==> src/verilog/rlpm_consts.svh <==
// Constants for the regulator LIN frame payload map
`ifndef RLPM_CONSTS_SVH
`define RLPM_CONSTS_SVH
// Frame identifiers
`define RLPM_ID_CTRL_A     6'h29
`define RLPM_ID_CTRL_B     6'h2A
`define RLPM_ID_STAT_A     6'h11
`define RLPM_ID_IDENT_A    6'h12
`define RLPM_ID_STAT_B     6'h13
`define RLPM_ID_IDENT_B    6'h14
// Payload lengths
`define RLPM_CTRL_BYTES    3'h4
`define RLPM_RESP_BYTES    2'h2
// Control payload fields
`define RLPM_TV_HI         5
`define RLPM_RC_HI         7
`define RLPM_RC_LO         4
`define RLPM_RR_HI         3
`define RLPM_CL_HI         4
`define RLPM_TV_SHUTDOWN   6'h00
// Measurement full scale
`define RLPM_MEAS_FULL     8'h3F
// Register addresses
`define RLPM_A_IRQ_STAT    4'h0
`define RLPM_A_IRQ_MASK    4'h1
`define RLPM_A_CFG         4'h2
`define RLPM_A_TV          4'h3
`define RLPM_A_RAMP        4'h4
`define RLPM_A_CLIM        4'h5
// Interrupt bits
`define RLPM_EV_ACCEPT     0
`define RLPM_EV_REJECT     1
`define RLPM_EV_SHUTDOWN   2
`define RLPM_EV_SENT       3
// Configuration bits and reset values
`define RLPM_CFG_ALT_B     0
`define RLPM_CFG_TEMP      1
`define RLPM_CFG_RST       8'h00
`define RLPM_MASK_RST      8'h00
`endif

==> src/verilog/rlpm_pkg.sv <==
// Types and frame decode for the regulator LIN frame payload map
`include "rlpm_consts.svh"
package rlpm_pkg;
    typedef enum logic [1:0] {RLPM_K_NONE, RLPM_K_CTRL, RLPM_K_STAT, RLPM_K_IDENT} rlpm_kind_t;

    // Sort a frame identifier for alternator A or B
    function automatic rlpm_kind_t rlpm_classify(input logic [5:0] id, input logic altB);
        rlpm_kind_t k;
        k = RLPM_K_NONE;
        if (id == (altB ? `RLPM_ID_CTRL_B : `RLPM_ID_CTRL_A))
            k = RLPM_K_CTRL;
        else if (id == (altB ? `RLPM_ID_STAT_B : `RLPM_ID_STAT_A))
            k = RLPM_K_STAT;
        else if (id == (altB ? `RLPM_ID_IDENT_B : `RLPM_ID_IDENT_A))
            k = RLPM_K_IDENT;
        return k;
    endfunction : rlpm_classify
endpackage : rlpm_pkg

==> src/verilog/rlpm_resp_pack.sv <==
// Packs the two-byte status and identifier responses
`timescale 1ns/1ps
`default_nettype none
module rlpm_resp_pack
    import rlpm_pkg::*;
(
    input  wire rlpm_kind_t  kind,
    input  wire logic        byteIdx,
    input  wire logic [4:0]  dutyCycle,
    input  wire logic        elFault,
    input  wire logic        mecFault,
    input  wire logic        hotFault,
    input  wire logic        busTimeout,
    input  wire logic        comError,
    input  wire logic [5:0]  measField,
    input  wire logic [4:0]  classCode,
    input  wire logic [2:0]  mfrCode,
    input  wire logic        slaveNoResp,
    input  wire logic        checksumFault,
    input  wire logic        idParityFault,
    input  wire logic        syncBreakFault,
    output logic      [7:0]  respByte
);
    // Byte layout by frame kind and position
    always_comb
    begin
        respByte = 8'h00;
        unique case (kind)
            RLPM_K_STAT:
                respByte = byteIdx ? {busTimeout, comError, measField} // RULE8
                                   : {dutyCycle, elFault, mecFault, hotFault}; // RULE7
            RLPM_K_IDENT:
                respByte = byteIdx ? {4'h0, slaveNoResp, checksumFault, idParityFault,
                                      syncBreakFault} // RULE11
                                   : {classCode, mfrCode}; // RULE10
            RLPM_K_CTRL,
            RLPM_K_NONE:
                respByte = 8'h00;
        endcase
    end
endmodule : rlpm_resp_pack
`default_nettype wire

==> src/verilog/rlpm_payload_map.sv <==
// LIN data-field decoder and response packer of the alternator regulator
// Summary of operation
// [RULE1] Identifier 29 carries four master-to-regulator control bytes for alternator A.
// [RULE2] Identifier 2A carries the same control layout for alternator B.
// [RULE3] Control byte 1 low six bits are target voltage; top two bits ignored.
// [RULE4] Control byte 2 upper nibble is setting_a, lower nibble ramp rate.
// [RULE5] Control byte 3 low five bits are current limit; rest and byte 4 ignored.
// [RULE6] Identifier 11 is a two-byte status response for alternator A.
// [RULE7] Status byte 1: duty cycle 7..3, electrical 2, mechanical 1, over-temperature 0.
// [RULE8] Status byte 2: timeout bit 7, com error bit 6, measurement bits 5..0.
// [RULE9] Identifier 12 is a two-byte identifier response for alternator A.
// [RULE10] Identifier byte 1: class code 7..3, manufacturer code 2..0 from settings.
// [RULE11] Identifier byte 2: zeros on top, four link fault flags below.
// [RULE12] Control frames only received; status and identifier frames only sent.
// [RULE13] Pre-excitation only after an own control frame; zero voltage code shuts down.
// [RULE14] Measurement is current or temperature; current clamps at full scale.
// [RULE15] Settings update only on an error-free complete own control frame.
`timescale 1ns/1ps
`default_nettype none
module rlpm_payload_map
    import rlpm_pkg::*;
(
    input  wire logic        core_clk,
    input  wire logic        rst_n,
    input  wire logic        frmStart,
    input  wire logic [5:0]  frmId,
    input  wire logic        rxValid,
    input  wire logic [7:0]  rxByte,
    input  wire logic        frmDone,
    input  wire logic        frmChkErr,
    input  wire logic        frmParErr,
    input  wire logic        txReq,
    input  wire logic [4:0]  excitation_duty_cycle,
    input  wire logic        electrical_fault_flag,
    input  wire logic        mechanical_fault_flag,
    input  wire logic        over_temperature_flag,
    input  wire logic        busTimeout,
    input  wire logic        comError,
    input  wire logic [7:0]  measCurrent,
    input  wire logic [5:0]  measTemp,
    input  wire logic [4:0]  classCode,
    input  wire logic [2:0]  mfrCode,
    input  wire logic        slaveNoResp,
    input  wire logic        checksumFault,
    input  wire logic        idParityFault,
    input  wire logic        syncBreakFault,
    input  wire logic [3:0]  regAddr,
    input  wire logic [7:0]  regWdata,
    input  wire logic        regWr,
    input  wire logic        regRd,
    output logic      [7:0]  txByte,
    output logic             txValid,
    output logic      [5:0]  targetVoltage,
    output logic      [3:0]  setting_a,
    output logic      [3:0]  load_response_control,
    output logic      [4:0]  currentLimit,
    output logic             preExcEnable,
    output logic             shutdownCmd,
    output logic      [7:0]  regRdata,
    output logic             irq
);
    ////////////////////////////////////////////////////////////////////////////
    // Declarations
    rlpm_kind_t  kind_ff, nxt_kind;
    logic [2:0]  rxCnt_ff, nxt_rxCnt;
    logic [7:0]  rxBuf_ff [0:3];
    logic [7:0]  nxt_rxBuf [0:3];
    logic [5:0]  tv_ff, nxt_tv;
    logic [3:0]  rc_ff, nxt_rc;
    logic [3:0]  rr_ff, nxt_rr;
    logic [4:0]  cl_ff, nxt_cl;
    logic        preExc_ff, nxt_preExc;
    logic        shut_ff, nxt_shut;
    logic [1:0]  txIdx_ff, nxt_txIdx;
    logic [7:0]  txByte_ff, nxt_txByte;
    logic        txValid_ff, nxt_txValid;
    logic [7:0]  stat_ff, nxt_stat;
    logic [7:0]  mask_ff, nxt_mask;
    logic [7:0]  cfg_ff, nxt_cfg;
    logic [7:0]  rdData_ff, nxt_rdData;
    logic        irq_ff, nxt_irq;
    logic        ctrlOk;
    logic        ctrlBad;
    logic        evSent;
    logic [7:0]  events;
    logic [7:0]  respByte;
    logic [5:0]  measField;

    ////////////////////////////////////////////////////////////////////////////
    // Frame acceptance; a short or errored frame leaves the settings alone
    assign ctrlOk  = frmDone && kind_ff == RLPM_K_CTRL && rxCnt_ff == `RLPM_CTRL_BYTES
                     && !frmChkErr && !frmParErr; // RULE15
    assign ctrlBad = frmDone && kind_ff == RLPM_K_CTRL && !ctrlOk;

    // Frame sorting, control byte capture and setting decode
    always_comb
    begin
        nxt_kind   = kind_ff;
        nxt_rxCnt  = rxCnt_ff;
        nxt_rxBuf  = rxBuf_ff;
        nxt_tv     = tv_ff;
        nxt_rc     = rc_ff;
        nxt_rr     = rr_ff;
        nxt_cl     = cl_ff;
        nxt_preExc = preExc_ff;
        nxt_shut   = shut_ff;
        if (frmStart)
        begin
            nxt_kind  = rlpm_classify(frmId, cfg_ff[`RLPM_CFG_ALT_B]); // RULE1 RULE2 RULE6 RULE9
            nxt_rxCnt = 3'h0;
        end
        else if (rxValid && kind_ff == RLPM_K_CTRL && rxCnt_ff < `RLPM_CTRL_BYTES)
        begin
            // Extra bytes past the fourth are dropped
            nxt_rxBuf[rxCnt_ff[1:0]] = rxByte;
            nxt_rxCnt = rxCnt_ff + 3'h1;
        end
        if (ctrlOk)
        begin
            nxt_tv = rxBuf_ff[0][`RLPM_TV_HI:0]; // RULE3
            nxt_rc = rxBuf_ff[1][`RLPM_RC_HI:`RLPM_RC_LO]; // RULE4
            nxt_rr = rxBuf_ff[1][`RLPM_RR_HI:0]; // RULE4
            nxt_cl = rxBuf_ff[2][`RLPM_CL_HI:0]; // RULE5
            // Zero code doubles as shutdown, not the lowest set point
            nxt_shut   = rxBuf_ff[0][`RLPM_TV_HI:0] == `RLPM_TV_SHUTDOWN; // RULE13
            nxt_preExc = !nxt_shut; // RULE13
        end
        if (frmDone && !frmStart)
            nxt_kind = RLPM_K_NONE;
    end

    always_ff @(posedge core_clk or negedge rst_n)
    begin
        if (!rst_n)
        begin
            kind_ff   <= RLPM_K_NONE;
            rxCnt_ff  <= 3'h0;
            tv_ff     <= 6'h00;
            rc_ff     <= 4'h0;
            rr_ff     <= 4'h0;
            cl_ff     <= 5'h00;
            preExc_ff <= 1'b0;
            shut_ff   <= 1'b0;
        end
        else
        begin
            kind_ff   <= nxt_kind;
            rxCnt_ff  <= nxt_rxCnt;
            tv_ff     <= nxt_tv;
            rc_ff     <= nxt_rc;
            rr_ff     <= nxt_rr;
            cl_ff     <= nxt_cl;
            preExc_ff <= nxt_preExc;
            shut_ff   <= nxt_shut;
        end
    end

    // Control byte buffer, one register per byte position
    genvar g;
    generate
        for (g = 0; g < 4; g++)
        begin : g_rxBuf
            always_ff @(posedge core_clk or negedge rst_n)
            begin
                if (!rst_n)
                    rxBuf_ff[g] <= 8'h00;
                else
                    rxBuf_ff[g] <= nxt_rxBuf[g];
            end
        end
    endgenerate

    ////////////////////////////////////////////////////////////////////////////
    // Measurement field: current saturates, temperature passes through
    assign measField = cfg_ff[`RLPM_CFG_TEMP] ? measTemp
                     : (measCurrent > `RLPM_MEAS_FULL ? 6'(`RLPM_MEAS_FULL)
                                                      : measCurrent[5:0]); // RULE14

    rlpm_resp_pack u_pack (
        .kind           (kind_ff),
        .byteIdx        (txIdx_ff[0]),
        .dutyCycle      (excitation_duty_cycle),
        .elFault        (electrical_fault_flag),
        .mecFault       (mechanical_fault_flag),
        .hotFault       (over_temperature_flag),
        .busTimeout     (busTimeout),
        .comError       (comError),
        .measField      (measField),
        .classCode      (classCode),
        .mfrCode        (mfrCode),
        .slaveNoResp    (slaveNoResp),
        .checksumFault  (checksumFault),
        .idParityFault  (idParityFault),
        .syncBreakFault (syncBreakFault),
        .respByte       (respByte)
    );

    // Response bytes; control frames never get an answer
    always_comb
    begin
        nxt_txIdx   = txIdx_ff;
        nxt_txByte  = txByte_ff;
        nxt_txValid = 1'b0;
        evSent      = 1'b0;
        if (frmStart)
            nxt_txIdx = 2'h0;
        else if (txReq && (kind_ff == RLPM_K_STAT || kind_ff == RLPM_K_IDENT)
                 && txIdx_ff < `RLPM_RESP_BYTES) // RULE12
        begin
            nxt_txByte  = respByte; // RULE7
            nxt_txValid = 1'b1;
            nxt_txIdx   = txIdx_ff + 2'h1;
            evSent      = txIdx_ff == `RLPM_RESP_BYTES - 2'h1;
        end
    end

    always_ff @(posedge core_clk or negedge rst_n)
    begin
        if (!rst_n)
        begin
            txIdx_ff   <= 2'h0;
            txByte_ff  <= 8'h00;
            txValid_ff <= 1'b0;
        end
        else
        begin
            txIdx_ff   <= nxt_txIdx;
            txByte_ff  <= nxt_txByte;
            txValid_ff <= nxt_txValid;
        end
    end

    ////////////////////////////////////////////////////////////////////////////
    // Register port, sticky events and interrupt
    assign events = {4'h0, evSent, ctrlOk && nxt_shut, ctrlBad, ctrlOk};

    always_comb
    begin
        nxt_mask   = mask_ff;
        nxt_cfg    = cfg_ff;
        nxt_rdData = 8'h00;
        // Set wins over a same-cycle write-one clear
        nxt_stat = stat_ff;
        if (regWr && regAddr == `RLPM_A_IRQ_STAT)
            nxt_stat = stat_ff & ~regWdata;
        nxt_stat = nxt_stat | events;
        if (regWr && regAddr == `RLPM_A_IRQ_MASK)
            nxt_mask = regWdata;
        if (regWr && regAddr == `RLPM_A_CFG)
            nxt_cfg = regWdata;
        if (regRd)
        begin
            unique case (regAddr)
                `RLPM_A_IRQ_STAT: nxt_rdData = stat_ff;
                `RLPM_A_IRQ_MASK: nxt_rdData = mask_ff;
                `RLPM_A_CFG:      nxt_rdData = cfg_ff;
                `RLPM_A_TV:       nxt_rdData = {shut_ff, preExc_ff, tv_ff};
                `RLPM_A_RAMP:     nxt_rdData = {rc_ff, rr_ff};
                `RLPM_A_CLIM:     nxt_rdData = {3'h0, cl_ff};
                default:          nxt_rdData = 8'h00;
            endcase
        end
        nxt_irq = |(nxt_stat & nxt_mask);
    end

    always_ff @(posedge core_clk or negedge rst_n)
    begin
        if (!rst_n)
        begin
            stat_ff   <= 8'h00;
            mask_ff   <= `RLPM_MASK_RST;
            cfg_ff    <= `RLPM_CFG_RST;
            rdData_ff <= 8'h00;
            irq_ff    <= 1'b0;
        end
        else
        begin
            stat_ff   <= nxt_stat;
            mask_ff   <= nxt_mask;
            cfg_ff    <= nxt_cfg;
            rdData_ff <= nxt_rdData;
            irq_ff    <= nxt_irq;
        end
    end

    // Outputs straight from registers
    assign txByte                = txByte_ff;
    assign txValid               = txValid_ff;
    assign targetVoltage         = tv_ff;
    assign setting_a             = rc_ff;
    assign load_response_control = rr_ff;
    assign currentLimit          = cl_ff;
    assign preExcEnable          = preExc_ff;
    assign shutdownCmd           = shut_ff;
    assign regRdata              = rdData_ff;
    assign irq                   = irq_ff;
endmodule : rlpm_payload_map
`default_nettype wire

==> config.mk <==
export PLATFORM = sky130hd
export DESIGN_NAME = rlpm_payload_map
export DESIGN_NICKNAME = d
export VERILOG_FILES = /design/src/verilog/rlpm_pkg.sv /design/src/verilog/rlpm_resp_pack.sv /design/src/verilog/rlpm_payload_map.sv
export VERILOG_INCLUDE_DIRS = /design/src /design/src/verilog
export SDC_FILE = /design/constraint.sdc
export NUM_CORES = 1
export LEC_CHECK = 0
export BUFFER_PORTS_ARGS = -buffer_cell sky130_fd_sc_hd__buf_2
export CAP_MARGIN = 20
export CORE_MARGIN = 4
export CORE_UTILIZATION = 52
export CTS_CLUSTER_DIAMETER = 150
export DETAILED_ROUTE_END_ITERATION = 10
export GPL_TIMING_DRIVEN = 0
export PLACE_DENSITY = 0.89
export REMOVE_ABC_BUFFERS = 1
export SLEW_MARGIN = 30
export SYNTH_ARGS = -nofsm -noshare
export SYNTH_HDL_FRONTEND = slang
export SYNTH_SLANG_ARGS = --single-unit
==> constraint.sdc <==
create_clock -name core_clk -period 2.6 [get_ports core_clk]
set_input_delay 0.26 -clock core_clk [delete_from_list [all_inputs] [get_ports core_clk]]
set_output_delay 0.26 -clock core_clk [all_outputs]
set_load 0.01 [all_outputs]
Word level (Yosys, flattened, before mapping). Index checks and enable logic that the tools add are counted.

Word-level logic and storage cells: 106. Register bits: 102. Bits of input ports: 72.

Reduce and logical (&&, ||, !) cells: 31. Multiplexer cells: 29. Equal/unequal tests: 13. Bitwise gates (word level): 6. Order comparisons: 5. $add $sub $neg: 2.

Operator list (count): $mux W8 (6); $pmux W8 S6 (1); $bwmux W32 (1); $pmux W8 S3 (1); $mux W2 (9); $and A8 B8 Y8 (2); $demux W8 S2 (1); $logic_and A1 B1 Y1 (15); $eq A6 B5 Y1 (2); $mux W6 (2); $mux W3 (3); $eq A4 B2 Y1 const B (2); $eq A4 B3 Y1 const B (2); $gt A8 B6 Y1 const B (1); $not A8 Y8 (1); $or A8 B4 Y8 (1); $reduce_or A8 Y1 (1); $eq A6 B6 Y1 (1); $logic_not A6 Y1 (1); $reduce_bool A2 Y1 (3); $logic_not A1 Y1 (5); $mux W1 (5); $eq A2 B1 Y1 const B (2); $eq A2 B2 Y1 const B (2); 15 further kinds (16).

Logic depth before layout (Yosys ltp).
Depth after elaboration: 10. Mapped depth: 7. Depth with buffers taken out: 7.

Hierarchy. A second synthesis with hierarchy kept.

Cells, all modules: 355. Area total of the unflattened synthesis: 4294.1 sq um.

Modules (own cells, without submodules): rlpm_payload_map (sequential area each 2227.1 sq um, cells each 323, area each 4032.6 sq um, instances 1); rlpm_resp_pack (sequential area each 0.0 sq um, cells each 32, area each 261.5 sq um, instances 1).

Worst setup path before layout. No wires, ideal clock.

Path kind: reg2reg. From: reg rxCnt_ff[0]. To: reg cl_ff[1], in the netlist currentLimit[1]. Setup time: 0.125 ns. Path slack: 0.687 ns. Data arrival time: 1.789 ns. Required time: 2.475 ns. Stages on the path, launching flop included: 7. Clock period less this slack: 1.913 ns. Cells stage by stage: dfrtp_1 -> inv_1 -> ha_1 -> nor4bb_1 -> and2_0 -> buf_2 -> mux2_2.

Cells in the longest elaborated chain, start to end: 4.

Ends and longest elaborated chain: from (decl) (line rlpm_payload_map.sv:65) `logic [2:0] rxCnt_ff, nxt_rxCnt;`; from (signal assigned) (line rlpm_payload_map.sv:148) `rxCnt_ff <= nxt_rxCnt;`; $eq A3 B3 Y1 (no line); $logic_and A1 B1 Y1 (no line); $logic_and A1 B1 Y1 (2 in series) (line rlpm_payload_map.sv:91) `` assign ctrlOk = frmDone && kind_ff == RLPM_K_CTRL && rxCnt_ff == `RLPM_CTRL_BYTES ``; to (signal assigned) (line rlpm_payload_map.sv:152) `cl_ff <= nxt_cl;`; to (decl) (line rlpm_payload_map.sv:71) `logic [4:0] cl_ff, nxt_cl;`.

Every way passes these cells. A chain may end at the register's enable or synchronous reset.

Final worst setup path.
From: reg rxCnt_ff[0]. To: reg rr_ff[3], in the netlist load_response_control[3].

Cells in the longest elaborated chain, start to end: 4.

Ends and longest elaborated chain: $eq A3 B3 Y1 (no line); $logic_and A1 B1 Y1 (no line); $logic_and A1 B1 Y1 (2 in series) (line rlpm_payload_map.sv:91); to (signal assigned) (line rlpm_payload_map.sv:151) `rr_ff <= nxt_rr;`; to (decl) (line rlpm_payload_map.sv:70) `logic [3:0] rr_ff, nxt_rr;`.

Every way passes these cells.

==> impl_metrics.tcl <==
set metrics [dict create \
    postSynthCellCount 344 \
    pin_count 111 \
    crit_path_start_kind "register" \
    pwr-share-seq_pct 50.2 \
    p_per_area_nw_per_um2 623 \
    maxSlewViolCount 0 \
    synth_edf_count 0 \
    synth-xor-area-share_pct 0.424 \
    n_fill_cell 570 \
    die_h_um 97.1 \
    first_pass_iters 6 \
    rsz0062_at_grt "no" \
    synthSimpleGateAreaFrac_pct 10.8 \
    synth-seq-cells 89 \
    synth_area_um2 4130 \
    status "finished, final reports clean" \
    path_cells "inv_1 -> ha_1 -> nor4bb_1 -> and2_2 -> mux2_2" \
    synth_fa_ha_area_share_pct 1.51 \
    critPathCaptureType "register" \
    clockBufferDepth 2 \
    synthFlopType "dfrtp_1" \
    port_buffers 110 \
    critPathKind "reg -> reg" \
    clock_latency_ps 360 \
    fin_skew_ps 8.58 \
    yosys_warnings 0 \
    post_dp_cell_area_um2 4780 \
    die_area_um2 9430 \
    wl_per_cell_um 18.3 \
    die_w_um 97.1 \
    worstSetupPathDepth 5 \
    post_cts_buffers 0 \
    syn_to_final_growth_pct 21.9 \
    clk_pin_slew_worst_paths_ps 90 \
    grt_first_pass_wirelength_um 16900 \
    timing.hold.ws_ps 129 \
    min_period_ps 2270 \
    grt_max_degree 51 \
    worst_slack_ps 326 \
    core_area_um2 7730 \
    drc 0 \
    rows 32 \
    setup_viol 0 \
    cp_max_fo 22 \
    layout.nets 530 \
    grt_pass1_vias 3366 \
    cellLeakagePower_uw 0.00254 \
    hp-class "in -> reg" \
    gp_congestion 0.886 \
    muxShareOfSynthArea_pct 20.5 \
    antenna_found_initial 0 \
    track_usage_pct 22.4 \
    swShare_pct 25.1 \
    synthArstFlopShare_pct 100 \
    netSwitchingPower_uw 786 \
    cpPeakStageDelay_ps 590 \
    post-route-util_pct 65.2 \
    internal_power_uw 2350 \
    synth_top_family_by_area "multiplexers" \
    cp.required_ps 2840 \
    synth_compound_area_share_pct 10.5 \
    worst_pin_slew_ps 612 \
    hpwl_um 7560 \
    cpMaxStageDelayCell "and2_2" \
    arrival_ps 2510 \
    irDropWorstVdd_mv 0.284 \
    pwr-share-clk_pct 36.3 \
    crit_buf_inv 1 \
    avgViaCountPerCell 5.82 \
    start_util_pct 53.4 \
    ant_nets 0 \
    relSlewSlack_pct 59.1 \
    whs_path_depth 2 \
    hold_viol 0 \
    ff2ff_path_depth 5 \
    cts_tree "yes" \
    wl_um 10200 \
    avgSynthCellArea_um2 12.0 \
    root_buffer "clkbuf_8" \
    fin_crit_sh_pct 87.5 \
    maxCapViolCount 0 \
    place_ws_ps 32.4 \
    htree_levels 3 \
    drive_gt1_share_pct 43.0 \
    final_area_um2 5030 \
    comb_power_share_pct 13.5 \
    seqCellArea_um2 2230 \
    drt_iter0_drc 220 \
    yosysUniqueCellTypes 47 \
    cts_buffers 9 \
    gr-total-overflow 0 \
    antennaDiodeCount 0 \
    cts.sinks 89 \
    synth-seq-area-share_pct 53.9 \
    num_vias 3258 \
    crit_family "simple AND/OR/NAND/NOR gates" \
    multi_input_area_um2 1810 \
    fmax_mhz 440 \
]
-- registers in the layout (all words and copies together) (netlist names) --
| signal | cells |
|---|---|
| rxBuf_ff | 19 |
| cfg_ff | 8 |
| mask_ff | 8 |
| regRdata | 8 |
| stat_ff | 8 |
| txByte | 8 |
| targetVoltage | 6 |
| currentLimit | 5 |
| load_response_control | 4 |
| setting_a | 4 |
| rxCnt_ff | 3 |
| kind_ff | 2 |
| txIdx_ff | 2 |
| irq | 1 |
| preExcEnable | 1 |
| shutdownCmd | 1 |
| txValid | 1 |
-- metal layers --
layer	routed length, um	GRT usage, %	vias to the layer above
li1	-	-	1470
met1	4140	28.9	1590
met2	4920	35.4	170
met4	293	9.72	0
met5	0	0	-
met3	875	6.25	28
-- logic make-up (layout without fill, tap and decap cells) --
logic type / Yosys count / in the layout
AOI/OAI and AO/OA: 62 / 62
DFF: 89 / 89
buffers and inverters: 24 / 138
xor gates and xnor gates: 2 / 2
and+or+nand+nor: 90 / 90
adders and majority gates: 5 / 5
muxes: 72 / 72
-- final timing paths --
kind,start,to,slack (ps)
worst max-delay path,rxCnt_ff[0]$_DFFE_PN0P_,load_response_control[3]$_DFFE_PN0P_,330
worst min-delay path,rxByte[6],rxBuf_ff[22]$_DFFE_PN0P_,130
worst max register to register,rxCnt_ff[0]$_DFFE_PN0P_,load_response_control[3]$_DFFE_PN0P_,330
worst min register to register,txByte[1]$_DFFE_PN0P_,txByte[1]$_DFFE_PN0P_,490
max in group asynchronous,rst_n,rxBuf_ff[9]$_DFFE_PN0P_,1670
min in group asynchronous,rst_n,regRdata[4]$_DFF_PN0_,370
-- synth_stat cells, drive strengths merged (3+ instances only) --
cell type | n | area (um^2)
a21boi | 4 | 30.0
a21oi | 13 | 65.1
a222oi | 3 | 30.0
a22oi | 10 | 75.1
and2 | 3 | 18.8
buf | 9 | 41.3
clkbuf | 5 | 18.8
dfrtp | 89 | 2230
ha | 5 | 62.6
inv | 10 | 37.5
mux2 | 60 | 676
mux2i | 8 | 80.1
mux4 | 4 | 90.1
nand2 | 28 | 108
nand3 | 8 | 45.0
nor2 | 25 | 93.8
nor2b | 4 | 25.0
nor3 | 3 | 20.0
nor3b | 4 | 30.0
o21ai | 10 | 50.1
o22a | 7 | 61.3
or3 | 3 | 18.8
-- placed cells by master, fill, tap and decap left out, types with 5 or more instances in the layout --
master	n
o21ai_0	10
mux2i_1	8
clkbuf_8	9
o22a_1	7
ha_1	5
buf_2	109
dfrtp_1	89
inv_1	9
a22oi_1	10
nand3_1	7
nand2_1	27
a21oi_1	13
mux2_2	60
nor2_1	25
-- timing repair --
item,4_1_cts,5_1_grt
gates resized for setup,0,0
hold endpoints to repair,39,0
hold buffers,1,0
-- per-stage QoR --
step,cells,total power [uW],TNS (ps)
2_1_floorplan,330,1810,0
6_report,560,3130,0
3_5_place_dp,543,2010,0
4_1_cts,560,3140,0
3_3_place_gp,542,1980,-5350
5_1_grt,560,3260,0
-- power groups by stage --
stage | Combinational [uW] | Sequential (uW) | Clock [uW]
final | 423 | 1570 | 1140
after global placement | 394 | 1590 | 0
after floorplan | 215 | 1590 | 0
after global routing | 469 | 1590 | 1200
after detailed placement | 417 | 1600 | 0
after CTS | 424 | 1570 | 1150
-- cell type report --
type / count / area share [%]
inverters: 10 / 0.746
repair buffers: 112 / 11.8
multi-input cells: 231 / 35.9
clock inverters: 7 / 2.34
well taps: 102 / 2.53
flip-flops and latches: 89 / 44.2
clock buffers: 9 / 2.46
Power figures use the tool's default switching activity.
